**config.mk**
```make
export PLATFORM = sky130hd
export DESIGN_NAME = osdd_core
export DESIGN_NICKNAME = d
export VERILOG_FILES = /design/src/hw/osdd_pkg.sv /design/src/hw/osdd_core.sv
export SDC_FILE = /design/constraint.sdc
export NUM_CORES = 1
export LEC_CHECK = 0
export ABC_AREA = 0
export BUFFER_PORTS_ARGS = -buffer_cell sky130_fd_sc_hd__clkbuf_2
export CORE_UTILIZATION = 45
export DETAILED_ROUTE_END_ITERATION = 12
export HOLD_SLACK_MARGIN = 0.06
export PLACE_DENSITY = 0.69
export SKIP_LAST_GASP = 1
export SYNTH_ARGS = -nofsm -noshare
export SYNTH_HDL_FRONTEND = slang
export SYNTH_SLANG_ARGS = --single-unit
```
**constraint.sdc**
```tcl
create_clock -name clk_sys -period 5.2 [get_ports clk_sys]
set_input_delay 0.52 -clock clk_sys [delete_from_list [all_inputs] [get_ports clk_sys]]
set_output_delay 0.52 -clock clk_sys [all_outputs]
set_load 0.1 [all_outputs]
```
**src/hw/osdd_pkg.sv**
```systemverilog
// Constants, register map and state types for the output sync and digital delay block
package osdd_pkg;
    localparam int NUM_OUT = 6;
    localparam int ADDR_W = 8;
    localparam int COARSE_W = 10;
    localparam int DIV_W = 8;
    localparam int FB_DIV_W = 18;
    localparam int CTL_W = 13;

    // Register word addresses
    localparam logic [ADDR_W-1:0] ADDR_OUT_CFG_LAST = 8'h05;
    localparam logic [ADDR_W-1:0] ADDR_SYNC_CTL = 8'h06;
    localparam logic [ADDR_W-1:0] ADDR_DIVIDER_CFG = 8'h07;
    localparam logic [ADDR_W-1:0] ADDR_STATUS = 8'h08;

    // Output configuration word fields
    localparam int CFG_COARSE_LSB = 0;
    localparam int CFG_HS_BIT = 10;
    localparam int CFG_EXEMPT_BIT = 11;
    localparam int CFG_SRC_BIT = 12;
    localparam int CFG_DIV_LSB = 16;

    // Sync control word fields
    localparam int CTL_EN_BIT = 0;
    localparam int CTL_POL_BIT = 1;
    localparam int CTL_TYPE_LSB = 2;
    localparam int CTL_AUTO_BIT = 5;
    localparam int CTL_QUAL_BIT = 6;
    localparam int CTL_FB_LSB = 7;
    localparam int CTL_UNL1_BIT = 10;
    localparam int CTL_UNL2_BIT = 11;
    localparam int CTL_INTOSC_BIT = 12;

    // Status word fields
    localparam int STS_REQ_BIT = 0;
    localparam int STS_HOLD_BIT = 1;
    localparam int STS_REL_BIT = 2;
    localparam int STS_QST_LSB = 4;
    localparam int STS_CLK_LSB = 8;

    // Reset values, coarse limits and source select mask
    localparam logic [COARSE_W-1:0] COARSE_MIN = 10'h005;
    localparam logic [COARSE_W-1:0] COARSE_MAX = 10'h20A;
    localparam logic [DIV_W-1:0] DIV_RST = 8'h01;
    localparam logic [CTL_W-1:0] CTL_RST = 13'h1001;
    localparam logic [NUM_OUT-1:0] SRC_SEL_MASK = 6'h18;

    // Timing in distribution clock cycles and first polarity-only pin type
    localparam int SYNC_LAT_CYC = 6;
    localparam int QUAL_WAIT_CYC = 3;
    localparam int QUAL_SHOT_CYC = 3;
    localparam logic [1:0] WR_SYNC_CYC = 2'h2;
    localparam logic [COARSE_W-1:0] REL_LOAD_OFS = 10'(SYNC_LAT_CYC - 1);
    localparam logic [2:0] SYNC_TYPE_FIRST_OUT = 3'h3;

    typedef enum logic [3:0] {
        Q_IDLE = 4'h1,
        Q_WAIT_EDGE = 4'h2,
        Q_WAIT3 = 4'h4,
        Q_SHOT = 4'h8
    } osdd_qual_t;

    typedef struct packed {
        logic [ADDR_W-1:0] addr;
        logic [31:0] wdata;
        logic wr;
        logic rd;
    } osdd_bus_req_t;

    typedef struct packed {
        logic pin_s1;
        logic pin_s2;
        logic [1:0] wr_pulse;
        logic raw_prev;
        logic req_q;
        logic req_prev;
        logic [SYNC_LAT_CYC-1:0] hold_pipe;
        osdd_qual_t qstate;
        logic [1:0] qcnt;
        logic fb_prev;
        logic [CTL_W-1:0] ctl;
        logic [FB_DIV_W-1:0] fb_div;
        logic [NUM_OUT-1:0][COARSE_W-1:0] coarse;
        logic [NUM_OUT-1:0] half_step;
        logic [NUM_OUT-1:0] exempt;
        logic [NUM_OUT-1:0] src_sel;
        logic [NUM_OUT-1:0][DIV_W-1:0] div;
        logic [NUM_OUT-1:0][DIV_W-1:0] div_cnt;
        logic [NUM_OUT-1:0][COARSE_W-1:0] rel_cnt;
        logic [NUM_OUT-1:0] clk_out;
        logic [31:0] rdata;
    } osdd_state_t;
endpackage

```
**src/hw/osdd_core.sv**
```systemverilog
// Output synchronization and digital delay control with register port
// What this block does
// - coarse delay 5..522, half step subtracts half
// - relative delay is coarse difference minus half-step
// - new coarse count waits for next sync
// - half-step change acts immediately
// - sync only when enabled; exempt outputs keep running
// - affected outputs low during sync, rise together
// - pin type selects pin or polarity hold
// - pin active level or polarity toggle raises sync
// - loop unlock keeps sync asserted when enabled
// - divider register write syncs with internal oscillator
// - auto sync on output config writes
// - all latencies counted in distribution clocks
// - assertion latched, outputs low six cycles later
// - release after six cycles plus programmed delay
// - reference-sourced outputs not aligned by sync
// - outputs three, four exempt bit always works
// - later syncs realign using current delays
// - qualify mode times sync from output edge
// - feedback select picks the qualifying output
// - exempt or reference-sourced qualifier absolute, otherwise relative
// - one-shot three cycles after qualify, three long
//
// Chosen here: the plain strobed port and the register addresses.
`timescale 1ns/1ns
module osdd_core
    import osdd_pkg::*;
(
    input wire logic clk_sys,
    input wire logic arst_n,
    input wire osdd_bus_req_t bus_req,
    output logic [31:0] rdata,
    input wire logic sync_pin,
    input wire logic loop_one_lock_detect_flag,
    input wire logic loop_two_lock_detect_flag,
    output logic [NUM_OUT-1:0] out_clk,
    output logic [NUM_OUT-1:0] half_step_advance,
    output logic sync_hold
);
    osdd_state_t st;
    osdd_state_t nx;
    logic [NUM_OUT-1:0] ref_src;
    logic [NUM_OUT-1:0] aff;
    logic en;
    logic qual;
    logic pin_req;
    logic unl_req;
    logic raw;
    logic req_eff;
    logic fb_clk;
    logic hold;
    logic fell;
    logic [2:0] fb_sel;
    logic [2:0] idx;
    logic [DIV_W-1:0] div_m1;

    function automatic logic [COARSE_W-1:0] clamp_coarse(input logic [COARSE_W-1:0] v);
        if (v < COARSE_MIN)
        begin
            return COARSE_MIN;
        end
        else if (v > COARSE_MAX)
        begin
            return COARSE_MAX;
        end
        return v;
    endfunction

    assign rdata = st.rdata;
    assign out_clk = st.clk_out;
    assign half_step_advance = st.half_step;
    assign sync_hold = st.hold_pipe[SYNC_LAT_CYC-2];

    always_comb
    begin
        nx = st;
        div_m1 = '0;
        idx = bus_req.addr[2:0];
        en = st.ctl[CTL_EN_BIT];
        qual = st.ctl[CTL_QUAL_BIT];
        fb_sel = st.ctl[CTL_FB_LSB +: 3];
        ref_src = st.src_sel & SRC_SEL_MASK;
        aff = ~st.exempt & ~ref_src;
        nx.pin_s1 = sync_pin;
        nx.pin_s2 = st.pin_s1;
        // pin type picks the hold source
        if (st.ctl[CTL_TYPE_LSB +: 3] < SYNC_TYPE_FIRST_OUT)
        begin
            pin_req = st.pin_s2 ^ st.ctl[CTL_POL_BIT];
        end
        else
        begin
            pin_req = st.ctl[CTL_POL_BIT];
        end
        unl_req = (st.ctl[CTL_UNL1_BIT] & ~loop_one_lock_detect_flag)
            | (st.ctl[CTL_UNL2_BIT] & ~loop_two_lock_detect_flag);
        raw = en & (pin_req | unl_req | (st.wr_pulse != 2'h0));
        nx.raw_prev = raw;
        if (st.wr_pulse != 2'h0)
        begin
            nx.wr_pulse = st.wr_pulse - 2'h1;
        end

        nx.rdata = '0;
        if (bus_req.wr)
        begin
            if (bus_req.addr <= ADDR_OUT_CFG_LAST)
            begin
                nx.coarse[idx] = clamp_coarse(bus_req.wdata[CFG_COARSE_LSB +: COARSE_W]);
                // half step goes straight to the output
                nx.half_step[idx] = bus_req.wdata[CFG_HS_BIT];
                nx.exempt[idx] = bus_req.wdata[CFG_EXEMPT_BIT];
                nx.src_sel[idx] = bus_req.wdata[CFG_SRC_BIT] & SRC_SEL_MASK[idx];
                nx.div[idx] = bus_req.wdata[CFG_DIV_LSB +: DIV_W];
                if (st.ctl[CTL_AUTO_BIT])
                begin
                    nx.wr_pulse = WR_SYNC_CYC;
                end
            end
            else if (bus_req.addr == ADDR_SYNC_CTL)
            begin
                // polarity toggle flips the pin compare
                nx.ctl = bus_req.wdata[CTL_W-1:0];
            end
            else if (bus_req.addr == ADDR_DIVIDER_CFG)
            begin
                nx.fb_div = bus_req.wdata[FB_DIV_W-1:0];
                // divider write syncs on internal oscillator
                if (st.ctl[CTL_INTOSC_BIT])
                begin
                    nx.wr_pulse = WR_SYNC_CYC;
                end
            end
        end
        else if (bus_req.rd)
        begin
            if (bus_req.addr <= ADDR_OUT_CFG_LAST)
            begin
                nx.rdata[CFG_COARSE_LSB +: COARSE_W] = st.coarse[idx];
                nx.rdata[CFG_HS_BIT] = st.half_step[idx];
                nx.rdata[CFG_EXEMPT_BIT] = st.exempt[idx];
                nx.rdata[CFG_SRC_BIT] = st.src_sel[idx];
                nx.rdata[CFG_DIV_LSB +: DIV_W] = st.div[idx];
            end
            else if (bus_req.addr == ADDR_SYNC_CTL)
            begin
                nx.rdata[CTL_W-1:0] = st.ctl;
            end
            else if (bus_req.addr == ADDR_DIVIDER_CFG)
            begin
                nx.rdata[FB_DIV_W-1:0] = st.fb_div;
            end
            else if (bus_req.addr == ADDR_STATUS)
            begin
                nx.rdata[STS_REQ_BIT] = st.req_q;
                nx.rdata[STS_HOLD_BIT] = st.hold_pipe[SYNC_LAT_CYC-2];
                // relative when the qualifier is synced itself
                nx.rdata[STS_REL_BIT] = (fb_sel < 3'(NUM_OUT)) ? aff[fb_sel] : 1'b0;
                nx.rdata[STS_QST_LSB +: 4] = st.qstate;
                nx.rdata[STS_CLK_LSB +: NUM_OUT] = st.clk_out;
            end
        end

        fb_clk = (fb_sel < 3'(NUM_OUT)) ? st.clk_out[fb_sel] : 1'b0;
        nx.fb_prev = fb_clk;
        // qualified sync waits for the output edge
        case (st.qstate)
            Q_IDLE:
            begin
                if (qual && raw && !st.raw_prev)
                begin
                    nx.qstate = Q_WAIT_EDGE;
                end
            end
            Q_WAIT_EDGE:
            begin
                if (!qual)
                begin
                    nx.qstate = Q_IDLE;
                end
                else if (st.fb_prev && !fb_clk)
                begin
                    nx.qstate = Q_WAIT3;
                    nx.qcnt = 2'(QUAL_WAIT_CYC - 1);
                end
            end
            Q_WAIT3:
            begin
                if (st.qcnt == 2'h0)
                begin
                    nx.qstate = Q_SHOT;
                    nx.qcnt = 2'(QUAL_SHOT_CYC - 1);
                end
                else
                begin
                    nx.qcnt = st.qcnt - 2'h1;
                end
            end
            Q_SHOT:
            begin
                if (st.qcnt == 2'h0)
                begin
                    nx.qstate = Q_IDLE;
                end
                else
                begin
                    nx.qcnt = st.qcnt - 2'h1;
                end
            end
            default:
            begin
                nx.qstate = Q_IDLE;
            end
        endcase

        req_eff = qual ? (en && st.qstate == Q_SHOT) : raw;
        // request latched on the clock edge
        nx.req_q = req_eff;
        nx.req_prev = st.req_q;
        nx.hold_pipe = {st.hold_pipe[SYNC_LAT_CYC-2:0], st.req_q};
        hold = st.hold_pipe[SYNC_LAT_CYC-2];
        fell = st.req_prev && !st.req_q;

        for (int i = 0; i < NUM_OUT; i++)
        begin
            div_m1 = (st.div[i] == '0) ? '0 : st.div[i] - 8'h01;
            // coarse count sampled only at release
            // release count is latency minus one plus delay
            if (fell)
            begin
                nx.rel_cnt[i] = aff[i] ? st.coarse[i] + REL_LOAD_OFS : '0;
            end
            else if (st.rel_cnt[i] != '0)
            begin
                nx.rel_cnt[i] = st.rel_cnt[i] - 10'h001;
            end
            // held low, then rise on the count
            if (aff[i] && (hold || st.rel_cnt[i] > 10'h001))
            begin
                nx.clk_out[i] = 1'b0;
                nx.div_cnt[i] = '0;
            end
            // equal counts give equal rise edges
            else if (aff[i] && st.rel_cnt[i] == 10'h001)
            begin
                nx.clk_out[i] = 1'b1;
                nx.div_cnt[i] = '0;
            end
            else if (st.div_cnt[i] >= div_m1)
            begin
                nx.clk_out[i] = ~st.clk_out[i];
                nx.div_cnt[i] = '0;
            end
            else
            begin
                nx.div_cnt[i] = st.div_cnt[i] + 8'h01;
            end
        end
    end

    always_ff @(posedge clk_sys or negedge arst_n)
    begin
        if (!arst_n)
        begin
            st <= '0;
            st.qstate <= Q_IDLE;
            st.ctl <= CTL_RST;
            st.coarse <= {NUM_OUT{COARSE_MIN}};
            st.div <= {NUM_OUT{DIV_RST}};
        end
        else
        begin
            st <= nx;
        end
    end
endmodule

```
After elaboration in Yosys (flattened, before gate mapping) --
Memory sizes are Yosys's and may differ from the RTL's. Cells that the tools add are included.
Word-level totals: output and inout bits 45, memories 1, register bits 314, bits of input ports 47, memory bits (read-only) 8
Memories:
- (name not given) | words 8, bits a word 1, rd ports 1, clocked after memory_dff 0, write ports 0, line osdd_core.sv:114 | nx.src_sel[idx] = bus_req.wdata[CFG_SRC_BIT] & SRC_SEL_MASK[idx];
Cells by class: add/subtract/negate cells 26, bitwise logic cells 21, eq/ne operators 20, reduce and logical (&&, ||, !) cells 59, muxes and demuxes 130, $lt $le $gt $ge 20
Operator list (count):
- 2-to-1 mux 10 bit | 27
- 2-to-1 mux 8 bit | 26
- adder 10 x 3 -> 10 bit (second input constant) | 6
- bitwise mux 60 bit | 1
- equality test 10 x 1 -> 1 bit (second input constant) | 6
- > comparator 10 x 1 -> 1 bit (second input constant) | 6
- nonzero test 10 bit | 6
- subtractor 10 x 1 -> 10 bit (second input constant) | 6
- adder 8 x 1 -> 8 bit (second input constant) | 6
- bitwise mux 48 bit | 1
- >= comparator 8 bit | 6
- zero test 8 bit | 6
- 2-to-1 mux 24 bit | 2
- subtractor 8 x 1 -> 8 bit (second input constant) | 6
- 2-to-1 mux 1 bit | 34
- binary-select mux 10 bit (select 3 bit) | 1
- demux 10 bit (select 3 bit) | 1
- 2-to-1 mux 13 bit | 2
- binary-select mux 8 bit (select 3 bit) | 1
- demux 8 bit (select 3 bit) | 1
- 2-to-1 mux 2 bit | 11
- nonzero test 3 bit | 7
- 2-to-1 mux 4 bit | 5
- bitwise mux 6 bit | 3
- other kinds (38) | 99

Logic depth before layout (Yosys ltp) --
depth in word-level cells 11, depth in mapped cells 12, depth with buffers taken out 12

Least setup slack after synthesis --
No wires, ideal clock.
path type reg-to-reg, start point register st[165] (netlist name), end point register st[116] (netlist name), library setup time 75 ps, clock period less this slack 3039 ps, path slack 2161 ps, stages on the path, launching flop included 11, data arrival time 2964 ps, cells stage by stage dfrtp_1 -> or3_1 -> or3_1 -> or3b_1 -> and2_1 -> ha_1 -> nand2b_1 -> a21o_1 -> a211oi_1 -> o211ai_1 -> nor2_1
RTL lines:
- from (decl) | line osdd_core.sv:41 | osdd_state_t st;
- from (signal assigned) | line osdd_core.sv:274 | st <= nx;

==> out/metrics.cfg <==
[final_layout]
fin_nets=1963
layout_commonest_cell=dfrtp_1
fillCellCount=3664
stdcell_area_mm2=0.0201
diodes=0
area_growth_pct=10.3
final_core_util=0.504
final_cell_mix=dfrtp_1, nor2_1, nand2_1
drive_gt1_frac=0.183
stdcell_count=2387

[die]
dieWidth_um=203
die-area_mm2=0.0412
pin_count=92
initial_core_util=0.457
core_area_mm2=0.0398
die-height_um=203
placementRows=73

[yosys]
synthMuxAreaShare=0.121
ys.flop_type=dfrtp_1
synthTopCellsByArea=dfrtp_1, mux2_2, ha_1, xor2_1, nor2_1
syn_area_per_cell_um2=10.1
synth-edff-count=0
synth_compound_area_frac=0.106
ys_seq_elements=313
synth_top_area_frac=0.402
seq_area_frac_synth=0.432
synthAdderAreaFrac=0.0556
synthCells=1803
synthSimpleGateAreaFrac=0.176
synth_area_leader_cell=dfrtp_1
ys_types=78
netlist_area_mm2=0.0182
synthArstFlopShare=1.00
yosysWarnings=0
synth_top_family_by_area=simple AND/OR/NAND/NOR gates
synth_xor_area_frac=0.0650

[detailed_routing]
route.vias.total=13900
wl_um=47000
ant_nets=0
wl_per_cell_um=19.7
drtIter0Drc=1166
drc_errors=0
vias_per_cell=5.81
drt_first_pass_iters=5

[clock_tree]
clk_path_buf_depth=3
cts.repair.resized=0
clk_latency_ns=0.54
post_cts_buffers=0
clk_pin_slew_ns=0.06
h-tree-depth=2
cts-hold-fix-buffers=0
clock_sinks=313
cts_buffers=35
cts-root-buf=clkbuf_16
cts_tree=yes

[placed_design]
pre_cts_ws_ns=1.72
place_inst=2324
detailed_place_hpwl_um=33600
place_congestion=0.856
placed_area_mm2=0.0188
io_buffers=75

[global_route]
grt_pass1_wl_um=75700
grt_max_degree=121
overflow=0
track_usage=0.232
grt_pass1_vias=13700
grt_antenna_before_repair=0

[timing]
rsz0062_at_grt=false
finalHoldViolCount=0
fin_skew_ns=0.0210
clock.fmax_ghz=0.289
worstMarginPinSlew_ns=1.16
setup_violations=0
slew_headroom=0.223
fin_tns_setup_ns=0
fin_crit_ns=3.47
finalWorstSetupSlack_ns=1.73
period_share=0.667
whs_ns=0.0126
slew_viol_final=0

[pwr]
finalPower_mw=7.66
p_switching_mw=2.51
p_clk_frac=0.346
intPower_mw=5.16
irDropWorstVdd_mv=0.321
powerDensity_mw_per_mm2=382
leakagePower_nw=9.19
p_sw_frac=0.327
combPwrFrac=0.231
seq_power_share=0.423

[setup_path]
cp_cell_sequence=or3_1, or3_1, or3b_1, and2_1, ha_1, nand2b_1, a21o_1, a211oi_1, o211ai_1, nor2_1
critPathSlowestCell=or3b_1
cp.arrival_ns=3.92
cp.required_ns=5.65
critPathCaptureType=flip-flop
crit_type=flip-flop to flip-flop
cp_slowest_stage_delay_ns=0.47
worst-path-max-fanout=8
cp_common_cell=or3_1
cp-start-kind=flip-flop

[outcome]
status=complete, no violations

[min_path]
min_path_type=input port to async pin

[flow_run]
drv_cap=0

==> worst max-delay path, delay by kind of cell (launching register included) <==
family / cells / cell delay, ns
simple gates: 6 / 1.74
compound gates: 3 / 0.96
flops: 1 / 0.43
fa+ha+maj: 1 / 0.26
==> layout make-up <==
| cell class | count | area [um2] | share of cell area |
|---|---|---|---|
| clock buffers | 51 | 1060 | 0.0527 |
| clock inverters | 12 | 175 | 0.00873 |
| inverters | 56 | 210 | 0.0105 |
| multi-input cells | 1337 | 9580 | 0.477 |
| flip-flops and latches | 313 | 7860 | 0.392 |
| well taps | 525 | 657 | 0.0327 |
| repair buffers | 93 | 533 | 0.0266 |
==> flip-flops by register name, indices dropped and copies added (netlist names) <==
register           cells
nx                     6
out_clk                6
sync_hold              1
half_step_advance      6
qual                   1
st                   263
ref_src                2
fb_sel                 3
rdata                 24
en                     1
==> kinds of logic after synthesis <==
group / after synthesis
other: 1
buffers and inverters: 160
and+or+nand+nor: 628
DFF: 313
xor gates and xnor gates: 135
adders and majority gates: 81
muxes: 177
AOI/OAI and AO/OA: 308
==> final timing paths <==
check	startpoint	endpoint	slack, ns	cells after the start
worst max-delay path	st[165]	st[117]	1.73	10
worst min-delay path	arst_n	st[96]	0.01	1
worst max register to register	st[165]	st[117]	1.73	10
worst min register to register	nx[312]	nx[313]	0.35	0
max in group asynchronous	arst_n	st[71]	3.77	2
min in group clk_sys	sync_pin	nx[321]	0.09	1
==> cells in the mapped netlist (all sizes together), types with 5 or more instances <==
cell	number
dfrtp	292
a22oi	15
xnor2	58
or4	10
mux4	22
nor3b	13
or3	25
a21oi	90
o21a	7
and2	14
inv	55
o21ai	81
a211oi	8
and3	17
nand2b	17
o22ai	26
mux2	126
or2	6
o31ai	9
o32ai	7
nand3b	12
a2bb2oi	23
nor2b	26
nor4	17
a21o	7
nor2	177
ha	80
nand2	152
dfstp	21
buf	71
mux2i	29
nand3	50
clkbuf	33
o211ai	5
nand4	14
nor3	51
nor4b	8
xor2	77
==> routing by layer <==
| layer | track usage | part of all wire |
|---|---|---|
| met1 | 0.321 | 0.44 |
| met2 | 0.377 | 0.47 |
| met3 | 0.0308 | 0.057 |
| met4 | 0.0747 | 0.027 |
| met5 | 0 | 0 |
==> power by group through the flow <==
stage               combinational, mW  sequential (mW)  clock, mW
floorplan                        1.42             3.12          0
global placement                 1.71             3.25          0
detailed placement               1.76             3.27          0
CTS                              1.78             3.23       2.68
global route                     2.00             3.29       2.78
finish                           1.77             3.24       2.65
Power figures use the tool's default switching activity.
